## config.mk

```make
export PLATFORM = sky130hd
export DESIGN_NAME = laa_annunciator
export DESIGN_NICKNAME = d
export VERILOG_FILES = /design/src/laa_pkg.sv /design/src/laa_annunciator.sv /design/src/laa_debounce.sv /design/src/laa_channel.sv
export VERILOG_INCLUDE_DIRS = /design/src
export SDC_FILE = /design/constraint.sdc
export NUM_CORES = 1
export LEC_CHECK = 0
export ABC_CLOCK_PERIOD_IN_PS = 14400
export BUFFER_PORTS_ARGS = -buffer_cell sky130_fd_sc_hd__buf_2
export CAP_MARGIN = 10
export CELL_PAD_IN_SITES_DETAIL_PLACEMENT = 1
export CELL_PAD_IN_SITES_GLOBAL_PLACEMENT = 2
export CORE_MARGIN = 5
export CORE_UTILIZATION = 38
export DETAILED_ROUTE_END_ITERATION = 7
export HOLD_SLACK_MARGIN = 0.08
export MAX_ROUTING_LAYER = met4
export PLACE_DENSITY_LB_ADDON = 0.3
export REMOVE_ABC_BUFFERS = 1
export SLEW_MARGIN = 20
export SYNTH_ARGS = -nofsm -noshare
export SYNTH_HDL_FRONTEND = slang
export SYNTH_SLANG_ARGS = --single-unit
```

## constraint.sdc

```tcl
create_clock -name clk -period 14.4 [get_ports clk]
set_clock_uncertainty 0.05 [all_clocks]
set_input_delay 1.44 -clock clk [delete_from_list [all_inputs] [get_ports clk]]
set_output_delay 1.44 -clock clk [all_outputs]
set_load 0.005 [all_outputs]
```

## src/laa_defs.svh

```systemverilog
`ifndef LAA_DEFS_SVH
`define LAA_DEFS_SVH
// Function
// - Keep the normal lamp lit while powered and no channel is in fault.
// - Put the normal lamp out as soon as any channel is in fault.
// - A channel fault lights that channel's warning lamp and starts the bell.
// - A mute press stops the bell and leaves the warning lamps as they are.
// - A warning lamp stays lit after muting until its own fault has cleared.
// - Every new fault on another channel lights its lamp and rings the bell again.
// - Holding lamp test puts out the normal lamp, lights all warning lamps, rings the bell.
// - Releasing lamp test returns lamps and bell to what the real faults call for.
// - A mute press while lamp test is held stops the bell.
// - The master fault contact pulls in when any of the four channels faults.
// - The master fault contact drops out when mute is pressed.
// - Each auxiliary contact follows its channel fault and ignores muting.
// - Inverse polarity: open contact is healthy, closed contact is a fault.
// - Direct polarity: open contact is a fault, closed contact is healthy.
// - When muted, releasing the water check button re-rings the bell on a water leak.
// - When muted, releasing the fuel check button re-rings the bell on a fuel leak.

// ---------------------------------------------------------------
// Sizes
// ---------------------------------------------------------------
`define LAA_NUM_CH       4

// ---------------------------------------------------------------
// Timing
// ---------------------------------------------------------------
`define LAA_CLK_KHZ      125000
`define LAA_DEB_TIME_US  10000
`define LAA_DEB_CYCLES   ((`LAA_DEB_TIME_US * `LAA_CLK_KHZ) / 1000)
`define LAA_ARM_EXTRA    3

// ---------------------------------------------------------------
// Reset values
// ---------------------------------------------------------------
`define LAA_NORMAL_RST   1'b1
`define LAA_BELL_RST     1'b0
`define LAA_MASTER_RST   1'b0
`define LAA_LAMP_RST     4'h0
`define LAA_AUX_RST      4'h0

`endif

```

## src/laa_pkg.sv

```systemverilog
package laa_pkg;

  // ---------------------------------------------------------------
  // Bell state
  // ---------------------------------------------------------------
  typedef enum logic [1:0] {
    LAA_ST_QUIET  = 2'b00,
    LAA_ST_RING   = 2'b01,
    LAA_ST_SILENT = 2'b10
  } laa_bell_st_t;

endpackage

```

## src/laa_annunciator.sv

```systemverilog
`timescale 1ns/1ps
`include "laa_defs.svh"
module laa_annunciator
  import laa_pkg::*;
#(
  parameter int NUM_CH     = `LAA_NUM_CH,
  parameter int DEB_CYCLES = `LAA_DEB_CYCLES
) (
  input  wire logic              clk,
  input  wire logic              rst_n,
  input  wire logic [NUM_CH-1:0] sensor_closed,
  input  wire logic [NUM_CH-1:0] polarity_inverse,
  input  wire logic [NUM_CH-1:0] water_sense,
  input  wire logic [NUM_CH-1:0] fuel_sense,
  input  wire logic              btn_mute,
  input  wire logic              btn_test,
  input  wire logic              btn_water,
  input  wire logic              btn_fuel,
  output logic                   normal_lamp,
  output logic      [NUM_CH-1:0] warn_lamp,
  output logic                   bell,
  output logic                   master_contact,
  output logic      [NUM_CH-1:0] aux_contact,
  output logic                   armed
);

  // ---------------------------------------------------------------
  // Local sizes
  // ---------------------------------------------------------------
  localparam int RAW_W     = 4 * NUM_CH + 4;
  localparam int ARM_CYC   = DEB_CYCLES + `LAA_ARM_EXTRA;
  localparam int ARM_W     = $clog2(ARM_CYC + 1);
  localparam logic [ARM_W-1:0] ARM_END = ARM_W'(ARM_CYC);

  // ---------------------------------------------------------------
  // Reset release
  // ---------------------------------------------------------------
  logic rst_sync1_r;
  logic rst_sync2_r;
  logic rst_n_int;

  always_ff @(posedge clk or negedge rst_n) begin
    if (!rst_n) begin
      rst_sync1_r <= 1'b0;
      rst_sync2_r <= 1'b0;
    end else begin
      rst_sync1_r <= 1'b1;
      rst_sync2_r <= rst_sync1_r;
    end
  end

  assign rst_n_int = rst_sync2_r;

  // ---------------------------------------------------------------
  // Input conditioning
  // ---------------------------------------------------------------
  logic [RAW_W-1:0]  raw_in;
  logic [RAW_W-1:0]  clean_in;
  logic [NUM_CH-1:0] sens_db;
  logic [NUM_CH-1:0] inv_db;
  logic [NUM_CH-1:0] water_db;
  logic [NUM_CH-1:0] fuel_db;
  logic              mute_db;
  logic              test_db;
  logic              water_btn_db;
  logic              fuel_btn_db;
  logic              armed_r;

  assign raw_in = {btn_fuel, btn_water, btn_test, btn_mute,
                   fuel_sense, water_sense, polarity_inverse, sensor_closed};

  laa_debounce #(
    .WIDTH      (RAW_W),
    .DEB_CYCLES (DEB_CYCLES)
  ) u_debounce (
    .clk   (clk),
    .rst_n (rst_n_int),
    .raw   (raw_in),
    .clean (clean_in)
  );

  assign sens_db      = clean_in[NUM_CH-1:0];
  assign inv_db       = clean_in[2*NUM_CH-1:NUM_CH];
  assign water_db     = clean_in[3*NUM_CH-1:2*NUM_CH];
  assign fuel_db      = clean_in[4*NUM_CH-1:3*NUM_CH];
  assign mute_db      = clean_in[4*NUM_CH];
  assign test_db      = clean_in[4*NUM_CH+1] & armed_r;
  assign water_btn_db = clean_in[4*NUM_CH+2];
  assign fuel_btn_db  = clean_in[4*NUM_CH+3];

  // ---------------------------------------------------------------
  // Arming after the filters settle
  // ---------------------------------------------------------------
  logic [ARM_W-1:0] arm_cnt_r;
  logic [ARM_W-1:0] arm_cnt_nxt;
  logic             armed_nxt;

  always_comb begin
    arm_cnt_nxt = arm_cnt_r;
    armed_nxt   = armed_r;
    if (!armed_r) begin
      if (arm_cnt_r == ARM_END) begin
        armed_nxt = 1'b1;
      end else begin
        arm_cnt_nxt = arm_cnt_r + 1'b1;
      end
    end
  end

  always_ff @(posedge clk or negedge rst_n_int) begin
    if (!rst_n_int) begin
      arm_cnt_r <= '0;
      armed_r   <= 1'b0;
    end else begin
      arm_cnt_r <= arm_cnt_nxt;
      armed_r   <= armed_nxt;
    end
  end

  // ---------------------------------------------------------------
  // Channels
  // ---------------------------------------------------------------
  logic [NUM_CH-1:0] fault;
  logic [NUM_CH-1:0] fault_rise;

  genvar c;
  generate
    for (c = 0; c < NUM_CH; c++) begin : g_ch
      laa_channel u_channel (
        .clk            (clk),
        .rst_n          (rst_n_int),
        .armed          (armed_r),
        .contact_closed (sens_db[c]),
        .inverse        (inv_db[c]),
        .fault          (fault[c]),
        .fault_rise     (fault_rise[c])
      );
    end
  endgenerate

  // ---------------------------------------------------------------
  // Button edges
  // ---------------------------------------------------------------
  logic mute_prev_r;
  logic water_prev_r;
  logic fuel_prev_r;
  logic mute_press;
  logic water_release;
  logic fuel_release;

  always_comb begin
    mute_press    = mute_db & ~mute_prev_r;
    water_release = ~water_btn_db & water_prev_r;
    fuel_release  = ~fuel_btn_db & fuel_prev_r;
  end

  always_ff @(posedge clk or negedge rst_n_int) begin
    if (!rst_n_int) begin
      mute_prev_r  <= 1'b0;
      water_prev_r <= 1'b0;
      fuel_prev_r  <= 1'b0;
    end else begin
      mute_prev_r  <= mute_db;
      water_prev_r <= water_btn_db;
      fuel_prev_r  <= fuel_btn_db;
    end
  end

  // ---------------------------------------------------------------
  // Bell state
  // ---------------------------------------------------------------
  laa_bell_st_t st_r;
  laa_bell_st_t st_nxt;
  logic         any_fault;
  logic         any_rise;
  logic         water_leak;
  logic         fuel_leak;
  logic         recheck;

  always_comb begin
    any_fault  = |fault;
    any_rise   = |fault_rise;
    water_leak = |(fault & water_db);
    fuel_leak  = |(fault & fuel_db);
    recheck    = (water_release & water_leak)
               | (fuel_release & fuel_leak);
    st_nxt     = st_r;
    case (st_r)
      LAA_ST_QUIET: begin
        if (any_rise) begin
          st_nxt = LAA_ST_RING;
        end
      end
      LAA_ST_RING: begin
        if (any_rise) begin
          st_nxt = LAA_ST_RING;
        end else if (!any_fault) begin
          st_nxt = LAA_ST_QUIET;
        end else if (mute_press) begin
          st_nxt = LAA_ST_SILENT;
        end
      end
      LAA_ST_SILENT: begin
        if (any_rise) begin
          st_nxt = LAA_ST_RING;
        end else if (!any_fault) begin
          st_nxt = LAA_ST_QUIET;
        end else if (recheck) begin
          st_nxt = LAA_ST_RING;
        end
      end
      default: begin
        st_nxt = LAA_ST_QUIET;
      end
    endcase
  end

  always_ff @(posedge clk or negedge rst_n_int) begin
    if (!rst_n_int) begin
      st_r <= LAA_ST_QUIET;
    end else begin
      st_r <= st_nxt;
    end
  end

  // ---------------------------------------------------------------
  // Lamp test
  // ---------------------------------------------------------------
  logic test_mute_r;
  logic test_mute_nxt;

  always_comb begin
    if (test_db) begin
      test_mute_nxt = test_mute_r | mute_press;
    end else begin
      test_mute_nxt = 1'b0;
    end
  end

  always_ff @(posedge clk or negedge rst_n_int) begin
    if (!rst_n_int) begin
      test_mute_r <= 1'b0;
    end else begin
      test_mute_r <= test_mute_nxt;
    end
  end

  // ---------------------------------------------------------------
  // Output registers
  // ---------------------------------------------------------------
  logic              normal_r;
  logic              normal_nxt;
  logic [NUM_CH-1:0] warn_r;
  logic [NUM_CH-1:0] warn_nxt;
  logic              bell_r;
  logic              bell_nxt;
  logic              master_r;
  logic              master_nxt;
  logic [NUM_CH-1:0] aux_r;
  logic [NUM_CH-1:0] aux_nxt;

  always_comb begin
    normal_nxt = ~any_fault & ~test_db;
    warn_nxt   = fault | {NUM_CH{test_db}};
    aux_nxt    = fault;
    if (test_db) begin
      bell_nxt = ~test_mute_nxt;
    end else begin
      bell_nxt = (st_nxt == LAA_ST_RING);
    end
    if (any_rise) begin
      master_nxt = 1'b1;
    end else if (mute_press || !any_fault) begin
      master_nxt = 1'b0;
    end else begin
      master_nxt = master_r;
    end
  end

  always_ff @(posedge clk or negedge rst_n_int) begin
    if (!rst_n_int) begin
      normal_r <= `LAA_NORMAL_RST;
      warn_r   <= NUM_CH'(`LAA_LAMP_RST);
      bell_r   <= `LAA_BELL_RST;
      master_r <= `LAA_MASTER_RST;
      aux_r    <= NUM_CH'(`LAA_AUX_RST);
    end else begin
      normal_r <= normal_nxt;
      warn_r   <= warn_nxt;
      bell_r   <= bell_nxt;
      master_r <= master_nxt;
      aux_r    <= aux_nxt;
    end
  end

  assign normal_lamp    = normal_r;
  assign warn_lamp      = warn_r;
  assign bell           = bell_r;
  assign master_contact = master_r;
  assign aux_contact    = aux_r;
  assign armed          = armed_r;

endmodule // laa_annunciator

```

## src/laa_debounce.sv

```systemverilog
`timescale 1ns/1ps
module laa_debounce #(
  parameter int WIDTH      = 4,
  parameter int DEB_CYCLES = 16
) (
  input  wire logic             clk,
  input  wire logic             rst_n,
  input  wire logic [WIDTH-1:0] raw,
  output logic      [WIDTH-1:0] clean
);

  localparam int CNT_W = $clog2(DEB_CYCLES + 1);
  localparam logic [CNT_W-1:0] CNT_END = CNT_W'(DEB_CYCLES);

  genvar i;
  generate
    for (i = 0; i < WIDTH; i++) begin : g_bit
      logic             sync1_r;
      logic             sync2_r;
      logic             out_r;
      logic             out_nxt;
      logic [CNT_W-1:0] cnt_r;
      logic [CNT_W-1:0] cnt_nxt;

      // ---------------------------------------------------------------
      // Stable-time filter
      // ---------------------------------------------------------------
      always_comb begin
        out_nxt = out_r;
        cnt_nxt = '0;
        if (sync2_r != out_r) begin
          if (cnt_r == CNT_END) begin
            out_nxt = sync2_r;
          end else begin
            cnt_nxt = cnt_r + 1'b1;
          end
        end
      end

      always_ff @(posedge clk or negedge rst_n) begin
        if (!rst_n) begin
          sync1_r <= 1'b0;
          sync2_r <= 1'b0;
          out_r   <= 1'b0;
          cnt_r   <= '0;
        end else begin
          sync1_r <= raw[i];
          sync2_r <= sync1_r;
          out_r   <= out_nxt;
          cnt_r   <= cnt_nxt;
        end
      end

      assign clean[i] = out_r;
    end
  endgenerate

endmodule // laa_debounce

```

## src/laa_channel.sv

```systemverilog
`timescale 1ns/1ps
module laa_channel (
  input  wire logic clk,
  input  wire logic rst_n,
  input  wire logic armed,
  input  wire logic contact_closed,
  input  wire logic inverse,
  output logic      fault,
  output logic      fault_rise
);

  logic fault_now;
  logic prev_r;
  logic prev_nxt;

  // ---------------------------------------------------------------
  // Polarity and new-fault detect
  // ---------------------------------------------------------------
  always_comb begin
    if (inverse) begin
      fault_now = armed & contact_closed;
    end else begin
      fault_now = armed & ~contact_closed;
    end
    prev_nxt = fault_now;
  end

  always_ff @(posedge clk or negedge rst_n) begin
    if (!rst_n) begin
      prev_r <= 1'b0;
    end else begin
      prev_r <= prev_nxt;
    end
  end

  assign fault      = fault_now;
  assign fault_rise = fault_now & ~prev_r;

endmodule // laa_channel

```

==> reports/qor_table.md, run 1 <==
| Parameter | Value |
| --- | --- |
| Hold-fix buffer count after cts | 0 |
| Area share of the largest cell type after synthesis | 0.5260 |
| Share of final-layout standard cells stronger than drive strength 1 | 0.07788 |
| Cell area after technology mapping | 24,740 µm² |
| Port buffer count | 33 |
| Io pins | 34 |
| Number of global-route vias before repair | 18,680 |
| Sum of routed wire length over all layers | 54,300 µm |
| Adder and majority cell fraction of the synthesized area | 0.02074 |
| Main synth FF type | sky130_fd_sc_hd__dfrtp_1 |
| Maximum fanout along the worst path | 82 |
| Amount of wire on met3 after detailed routing | 1674 µm |
| Category of the worst setup path launch point | flip-flop |
| Worst-skew pair later-pin latency | 610 ps |
| Final routed DRC violation total | 0 |
| Slew margin rel. | 0.3071 |
| Clock-pin slew of the registers on the worst-case setup and hold paths | 60 ps |
| Critical Path End Type | asynchronous set/reset pin |
| Simple-gate area share of the yosys netlist | 0.2578 |
| Slew at the pin closest to its max-slew limit | 1039 ps |
| Floorplan die height | 265.2 µm |
| # diodes | 0 |
| Minimum period implied by the final worst setup slack | 2914 ps |
| Maximum vdd drop | 0.08550 mV |
| Proportion of synthesized area in mux cells | 0.009559 |
| Post-synthesis compound-gate area fraction | 0.006575 |
| Final number of hold-violating endpoints | 0 |
| CTS buffer count | 58 |
| Fraction of synthesized cell area in xor and xnor cells | 0.1498 |
| Top routing layer in use | met4 |
| Routed length on met2 | 25,460 µm |
| DR WL/cell | 15.80 µm |
| First drt pass iteration count | 5 |
| Mean post-synth cell area | 9.947 µm² |
| Sequential element share of the synthesized area | 0.5271 |
| First-iteration detailed-routing DRC count | 693 |
| First-pass GRT wire length | 93,450 µm |
| Number of max-slew violations in the final report | 0 |
| Die footprint | 70,300 µm² |
| Synth async-reset ratio | 1.000 |
| Setup repair after global routing missed its margin | false |
| Final standard cell utilization of the core | 0.4335 |
| Number of failing setup endpoints in the final timing report | 0 |
| Via/cell ratio | 5.075 |
| Total GRT Usage | 0.1584 |
| Total number of H-tree levels | 2 |
| Required time of the worst setup path | 14,990 ps |
| Initial core utilization | 0.3838 |
| CP Class | flip-flop to asynchronous set/reset pin |
| Remaining global-route overflow | 0 |
| Outcome | finished, final reports clean |
| Post-synth cell types | 48 |
| Placeable core region | 64,460 µm² |
| Detailed placement HPWL | 36,200 µm |
| Leakage power | 11.72 nW |
| Number of core rows | 93 |
| Number of enable flip-flop cells after synthesis | 0 |
| Sinks on the clock net | 521 |
| Number of setup buffers added after CTS | 0 |
| TritonCTS clock tree | done |
| Path class of the lowest-slack min-delay path | flip-flop to asynchronous set/reset pin |
| Reg2reg path depth | 4 |
| Top post-synthesis cells by area | sky130_fd_sc_hd__dfrtp_1 (53%), sky130_fd_sc_hd__xnor2_1 (8.3%), sky130_fd_sc_hd__nor2_1 (7.8%) |
| Number of max-cap violations | 0 |
| Library cell occupying the most area in the post-synthesis netlist | sky130_fd_sc_hd__dfrtp_1 |
| Worst hold margin | 154.6 ps |
| Most common cell in the synthesized netlist | sky130_fd_sc_hd__dfrtp_1 |
| Initial antenna violation count | 0 |
| Net count reported at finish | 2,595 |
| Worst EP arrival | 3510 ps |
| Power density normalized to cell area | 116.2 nW/µm² |
| Leading cell types by count after synthesis | sky130_fd_sc_hd__dfrtp_1 (520), sky130_fd_sc_hd__nor2_1 (517), sky130_fd_sc_hd__xnor2_1 (234), sky130_fd_sc_hd__xor2_1 (189), sky130_fd_sc_hd__nand3_1 (185) |
| Weighted congestion at the end of routability-driven global placement | 0.7759 |
| Maximum number of buffers from clock root to sink | 3 |
| Post-synthesis register bit count | 521 |
| Highest clock rate | 343.2 MHz |
| Horiz. Die Dim | 265.2 µm |
| Clock root buffer | sky130_fd_sc_hd__clkbuf_16 |
| Largest family of logic cells by synthesized area | simple AND/OR/NAND/NOR gates |
| Pin count of the biggest net entering global routing | 174 |
| Fin crit share | 0.2023 |
| Synthesis-to-layout area growth | 12.97% |
| Post-CTS resize count | 0 |
| Ys Warns | 0 |
| Count of antenna-violating nets left after detailed routing | 0 |
| Routed metal-1 wirelength | 26,180 µm |
| Vias after detailed routing | 17,440 |
| Synthesized instance count | 2,487 |
==> worst paths after layout <==
kind                                startpoint                              to  slack, ps
setup / recovery                     rst_n_int    u_debounce.g_bit[10].sync2_r      11490
hold / removal                       rst_n_int  u_debounce.g_bit[17].cnt_r[16]        150
setup reg to reg                     rst_n_int    u_debounce.g_bit[10].sync2_r      11490
hold reg to reg                      rst_n_int  u_debounce.g_bit[17].cnt_r[16]        150
max in group clk                         armed                           armed      11540
min in group clk  u_debounce.g_bit[11].sync1_r    u_debounce.g_bit[11].sync2_r        300
==> cell families (layout without fill, tap and decap cells) <==
kind of cell	after synthesis	in the layout
muxes	21	21
adders and majority gates	41	41
other	1	1
and+or+nand+nor	1291	1291
xor gates and xnor gates	423	423
DFF	521	521
AOI/OAI and AO/OA	18	18
buffers and inverters	171	265
==> report_power, final <==
group	internal, mW	total, mW	leakage [nW]	switching (mW)
registers	1.48	1.51	7.12	0.0238
logic	0.0249	0.0928	3.56	0.0679
clock network	1.02	1.65	1.04	0.625
==> layout make-up <==
cell class	instances	area [µm²]
multi-input cells	1795	11000
fillers	7214	36520
repair buffers	40	257.7
clock inverters	33	494.2
well taps	855	1070
flip-flops and latches	521	13040
inverters	116	435.4
clock buffers	76	1650
==> state kept, by name, summed over array words and instances, names as in the netlist, 2 cells and up <==
name                      flops
u_debounce.g_bit.cnt_r      420
arm_cnt_r                    21
u_debounce.g_bit.out_r       20
u_debounce.g_bit.sync1_r     20
u_debounce.g_bit.sync2_r     20
aux_contact                   4
warn_lamp                     4
st_r                          2
==> worst max-delay path: stages (launching register included) <==
cell	delay, ps
sky130_fd_sc_hd__dfrtp_4	590
sky130_fd_sc_hd__buf_16	300
sky130_fd_sc_hd__buf_4	600
sky130_fd_sc_hd__buf_6	650
sky130_fd_sc_hd__buf_6	680
==> cell usage in the layout, fill, tap and decap left out, types with 4 or more instances in the layout <==
master                         n
sky130_fd_sc_hd__nand2b_1      9
sky130_fd_sc_hd__clkbuf_16    59
sky130_fd_sc_hd__xor2_1      189
sky130_fd_sc_hd__nand3_1     185
sky130_fd_sc_hd__nor4b_1      34
sky130_fd_sc_hd__or4b_2        6
sky130_fd_sc_hd__clkinv_2     11
sky130_fd_sc_hd__nand4_1      99
sky130_fd_sc_hd__xnor2_1     234
sky130_fd_sc_hd__and2_1       26
sky130_fd_sc_hd__or3_1         6
sky130_fd_sc_hd__clkinvlp_4    7
sky130_fd_sc_hd__and4_1       36
sky130_fd_sc_hd__or4_1         9
sky130_fd_sc_hd__nor3_1       75
sky130_fd_sc_hd__clkbuf_8     11
sky130_fd_sc_hd__nor4_1       64
sky130_fd_sc_hd__dfrtp_1     519
sky130_fd_sc_hd__ha_1         41
sky130_fd_sc_hd__clkbuf_1      6
sky130_fd_sc_hd__inv_1       116
sky130_fd_sc_hd__nor2b_1       4
sky130_fd_sc_hd__nand2_1     142
sky130_fd_sc_hd__mux2_2       21
sky130_fd_sc_hd__nor2_1      517
sky130_fd_sc_hd__buf_2        33
sky130_fd_sc_hd__bufinv_16    12
sky130_fd_sc_hd__or2_2        18
sky130_fd_sc_hd__and3_1       47
==> routing by layer <==
layer	global-route usage	up-vias
met3	0.02664	76
li1	-	8414
met5	-	-
met1	0.2128	8823
met4	0.03734	0
met2	0.2544	125
==> metrics by stage <==
| stage | setup slack, ps | area, µm² | setup TNS, ps | power (mW) | std cells |
|---|---|---|---|---|---|
| after floorplan | -1245 | 24470 | -644900 | 1.594 | 2432 |
| final | 11490 | 27950 | 0 | 3.246 | 3436 |
| after global placement | 10520 | 25770 | 0 | 1.627 | 3326 |
| after global routing | 10930 | 27950 | 0 | 3.386 | 3436 |
| after detailed placement | 10380 | 25770 | 0 | 1.631 | 3326 |
| after CTS | 10340 | 27910 | 0 | 3.310 | 3435 |
(Power assumes the default switching activity.)
==> run 2, diff against run 1 <==
--- a/config.mk
+++ b/config.mk
@@ -6,13 +6,14 @@
 export SDC_FILE = /design/constraint.sdc
 export NUM_CORES = 1
 export LEC_CHECK = 0
-export ABC_CLOCK_PERIOD_IN_PS = 14400
+export ABC_AREA = 1
+export ABC_CLOCK_PERIOD_IN_PS = 2700
 export BUFFER_PORTS_ARGS = -buffer_cell sky130_fd_sc_hd__buf_2
 export CAP_MARGIN = 10
 export CELL_PAD_IN_SITES_DETAIL_PLACEMENT = 1
 export CELL_PAD_IN_SITES_GLOBAL_PLACEMENT = 2
 export CORE_MARGIN = 5
-export CORE_UTILIZATION = 38
+export CORE_UTILIZATION = 39
 export DETAILED_ROUTE_END_ITERATION = 7
 export HOLD_SLACK_MARGIN = 0.08
 export MAX_ROUTING_LAYER = met4
==> constraint.sdc (replaced) <==
create_clock -name clk -period 2.7 [get_ports clk]
set_clock_uncertainty 0.05 [all_clocks]
set_input_delay 0.27 -clock clk [delete_from_list [all_inputs] [get_ports clk]]
set_output_delay 0.27 -clock clk [all_outputs]
set_load 0.005 [all_outputs]
==> run 2 against run 1 <==
Critical endpoint is now arm_cnt_r[5]. Register-to-register slack worse by 11000 ps. Via count up 33%. Sequential power grew to 5.3 times the previous value. Fmax rose by 20%. Worst hold slack better by 35 ps. Utilization grew 1.6 points.
==> reports/qor_table.md, run 2 <==
| Parameter | Value | Delta |
| --- | --- | --- |
| Fraction of synthesized cell area in xor and xnor cells | 0.05393 | -0.09583 |
| Post-synthesis register bit count | 521 | unchanged |
| Post-synthesis compound-gate area fraction | 0.04699 | +0.04042 |
| Path class of the lowest-slack min-delay path | flip-flop to asynchronous set/reset pin |  |
| CP Class | flip-flop to flip-flop |  |
| Final routed DRC violation total | 0 | unchanged |
| Number of max-cap violations | 0 | unchanged |
| First drt pass iteration count | 5 | unchanged |
| Number of setup buffers added after CTS | 0 | unchanged |
| Count of antenna-violating nets left after detailed routing | 0 | unchanged |
| Max reg flops | 420 | unchanged |
| Leading cell types by count after synthesis | sky130_fd_sc_hd__nand2_1 (531), sky130_fd_sc_hd__dfrtp_1 (520), sky130_fd_sc_hd__nor2_1 (504), sky130_fd_sc_hd__inv_1 (501), sky130_fd_sc_hd__nor3_1 (204) |  |
| Net count reported at finish | 3,581 | +38% |
| Vias after detailed routing | 23,150 | +33% |
| Sequential element share of the synthesized area | 0.4722 | -0.05481 |
| Synthesized instance count | 3,399 | +37% |
| Remaining global-route overflow | 0 | unchanged |
| Synth async-reset ratio | 1.000 | unchanged |
| Weighted congestion at the end of routability-driven global placement | 0.8527 | +9.9% |
| Detailed placement HPWL | 53,940 µm | +49% |
| Mean post-synth cell area | 8.123 µm² | -18% |
| Number of global-route vias before repair | 24,990 | +34% |
| Critical Path End Type | flip-flop |  |
| Synthesis-to-layout area growth | 14.21% |  |
| Post-CTS resize count | 0 | unchanged |
| Area share of the largest cell type after synthesis | 0.4713 | -0.05470 |
| Reg2reg path depth | 9 | +5 |
| Leakage power | 13.49 nW | +15% |
| DP Cell Count | 4,374 | +32% |
| Launch instance of the worst register-to-register path | arm_cnt_r[0] |  |
| Total GRT Usage | 0.1940 | +0.03560 |
| Slew margin rel. | 0.5796 | +0.2726 |
| Final number of hold-violating endpoints | 0 | unchanged |
| Initial antenna violation count | 1 | +1 |
| Largest family of logic cells by synthesized area | simple AND/OR/NAND/NOR gates |  |
| TritonCTS clock tree | done |  |
| Post-place setup slack | 297.7 ps | -10,080 ps |
| Cell area after technology mapping | 27,610 µm² | +12% |
| Io pins | 34 | unchanged |
| Sum of routed wire length over all layers | 72,340 µm | +33% |
| Maximum fanout along the worst path | 22 | -73% |
| Delay of the slowest cell on the worst path | 530 ps | -150 ps |
| Number of failing setup endpoints in the final timing report | 0 | unchanged |
| Floorplan die height | 276.1 µm | +4.1% |
| Final standard cell utilization of the core | 0.4495 | +0.01596 |
| Power density normalized to cell area | 558.4 nW/µm² | +380% |
| Top post-synthesis cells by area | sky130_fd_sc_hd__dfrtp_1 (47%), sky130_fd_sc_hd__nand2_1 (7.2%), sky130_fd_sc_hd__nor2_1 (6.9%) |  |
| First-pass GRT wire length | 124,300 µm | +33% |
| DR WL/cell | 16.04 µm | +1.5% |
| Placeable core region | 70,150 µm² | +8.8% |
| Sinks on the clock net | 521 | unchanged |
| Main synth FF type | sky130_fd_sc_hd__dfrtp_1 |  |
| Initial core utilization | 0.3936 | +0.009831 |
| Most common cell in the synthesized netlist | sky130_fd_sc_hd__nand2_1 |  |
| Worst-case register-to-register setup slack | 280 ps | -11,200 ps |
| Most common cell after layout, fill and taps aside | sky130_fd_sc_hd__nand2_1 |  |
| Horiz. Die Dim | 276.1 µm | +4.1% |
| Slew at the pin closest to its max-slew limit | 630.6 ps | -408.8 ps |
| Ys Warns | 0 | unchanged |
| Final standard cell count with taps included and fillers excluded | 4,510 | +31% |
| Share of final-layout standard cells stronger than drive strength 1 | 0.08238 | +0.004499 |
| Library cell occupying the most area in the post-synthesis netlist | sky130_fd_sc_hd__dfrtp_1 |  |
| List of cells traversed by the critical path | ha_1 -> inv_1 -> nor3_1 -> nand4_1 -> nand2_2 -> inv_1 -> nand2_1 -> o21ai_0 -> nand2_1 |  |
| Worst EP arrival | 2870 ps | -640 ps |
| Endpoint of the worst register-to-register path | arm_cnt_r[5] |  |
| Top Registers | u_debounce.g_bit.cnt_r: 420 flops, arm_cnt_r: 21 flops |  |
| Worst-skew pair later-pin latency | 630 ps | +20 ps |
| Standard cell with the maximum stage delay on the critical path | sky130_fd_sc_hd__inv_1 |  |
| Hold-fix buffer count after cts | 22 | +22 |
| Highest clock rate | 413.6 MHz | +20% |
| Number of inserted filler cells in the final layout | 8,545 | +18% |
| Clock root buffer | sky130_fd_sc_hd__clkbuf_16 |  |
| Post-layout worst setup margin | 282.0 ps | -11,200 ps |
| Adder and majority cell fraction of the synthesized area | 0.01858 | -0.002157 |
| Simple-gate area share of the yosys netlist | 0.3303 | +0.07252 |
| Die footprint | 76,220 µm² | +8.4% |
| Via/cell ratio | 5.133 | +1.2% |
| Clock-pin slew of the registers on the worst-case setup and hold paths | 60 ps | about the same |
| Port buffer count | 33 | unchanged |
| Proportion of synthesized area in mux cells | 0.004486 | -0.005073 |
| Number of core rows | 97 | +4.3% |
| Post-synth cell types | 51 | +6.3% |
| Highest-count cells in the layout ignoring fill and taps | sky130_fd_sc_hd__nand2_1 (531), sky130_fd_sc_hd__dfrtp_1 (519), sky130_fd_sc_hd__nor2_1 (504) |  |
| Setup repair after global routing missed its margin | false |  |
| Outcome | finished, final reports clean |  |
| Maximum number of buffers from clock root to sink | 3 | unchanged |
| Fin crit share | 0.8955 | +0.6932 |
| Category of the worst setup path launch point | flip-flop |  |
| Critical path launch point | arm_cnt_r[0] |  |
| First-iteration detailed-routing DRC count | 1,086 | +57% |
| Pin count of the biggest net entering global routing | 104 | -40% |
| Number of enable flip-flop cells after synthesis | 0 | unchanged |
| Number of max-slew violations in the final report | 0 | unchanged |
| Required time of the worst setup path | 3160 ps | -11,830 ps |
| Register containing the most flip-flops in the final layout | u_debounce.g_bit.cnt_r |  |
| Minimum period implied by the final worst setup slack | 2418 ps | -495.6 ps |
| CTS buffer count | 60 | +3.4% |
| Total number of H-tree levels | 2 | unchanged |
| Maximum vdd drop | 0.4396 mV | +410% |
==> run 2: cell count changes after synthesis, moves of 30 or more <==
| cell | change |
|---|---|
| sky130_fd_sc_hd__a21oi_1 | +111 |
| sky130_fd_sc_hd__and3_1 | -38 |
| sky130_fd_sc_hd__o21ai_0 | +80 |
| sky130_fd_sc_hd__xnor2_1 | -190 |
| sky130_fd_sc_hd__nand4_1 | +72 |
| sky130_fd_sc_hd__inv_1 | +385 |
| sky130_fd_sc_hd__and4_1 | -36 |
| sky130_fd_sc_hd__xor2_1 | -63 |
| sky130_fd_sc_hd__nor3_1 | +129 |
| sky130_fd_sc_hd__nand2_1 | +389 |
| sky130_fd_sc_hd__nor3b_1 | +52 |
| sky130_fd_sc_hd__nor4b_1 | -33 |
| sky130_fd_sc_hd__nor2_2 | +30 |
==> run 2: layout make-up <==
class / instances / area, µm² / share of cell area
clock buffers: 88 / 1769 / 0.05611
flip-flops and latches: 521 / 13040 / 0.4136
inverters: 509 / 1911 / 0.06059
multi-input cells: 2347 / 12550 / 0.3979
well taps: 940 / 1176 / 0.03730
clock inverters: 25 / 419.2 / 0.01329
repair buffers: 79 / 665.6 / 0.02111
diodes: 1 / 2.502 / 0.00007936
==> run 2: power by group <==
part	leakage (nW)	switching (mW)	internal, mW	total [mW]
Clock	1.07	3.36	5.57	8.93
Sequential	7.12	0.121	7.92	8.04
Combinational	5.30	0.440	0.198	0.639
==> run 2: kinds of logic (layout without fill, tap and decap cells) <==
logic type | Yosys count | count (layout)
flops | 521 | 521
mux | 11 | 11
other cells | 1 | 2
buf+inv | 531 | 701
fa+ha+maj | 41 | 41
compound gates | 240 | 240
xor+xnor | 170 | 170
simple gates | 1884 | 1884
==> run 2: worst max-delay path, delay by kind of cell (launching register included) <==
family	cells	cell delay, ps
DFF	1	430
adders and majority gates	1	260
and+or+nand+nor	5	660
AOI/OAI and AO/OA	1	230
buffers and inverters	2	650
==> run 2: worst max-delay path by stage <==
stage	slack [ps]	endpoint	depth (start not counted)
CTS	270	arm_cnt_r[5]	9
floorplan	-12950	arm_cnt_r[0]	0
global route	60	arm_cnt_r[5]	9
finish	280	arm_cnt_r[5]	9
global placement	270	arm_cnt_r[5]	9
detailed placement	300	arm_cnt_r[5]	9
==> run 2: per-stage QoR <==
stage,area (µm²),hold slack [ps],TNS [ps],total power [mW]
after floorplan,27500,-75.59,-6713990,8.548
after global placement,29120,4.439,0,8.782
after detailed placement,29120,8.223,0,8.814
after CTS,31530,166.9,0,17.97
after global routing,31530,197.3,0,18.39
final,31530,189.2,0,17.61
==> run 2: metal layers <==
metal  wire length (µm)  track usage  vias to the layer above  part of all wire
met5                  0            -                        -                 0
met4               1575      0.04469                        0             0.022
met3               2259      0.03147                      106             0.031
met2              34740       0.3255                      205              0.48
met1              33760       0.2494                    11420              0.47
li1                   -            -                    11420                 -
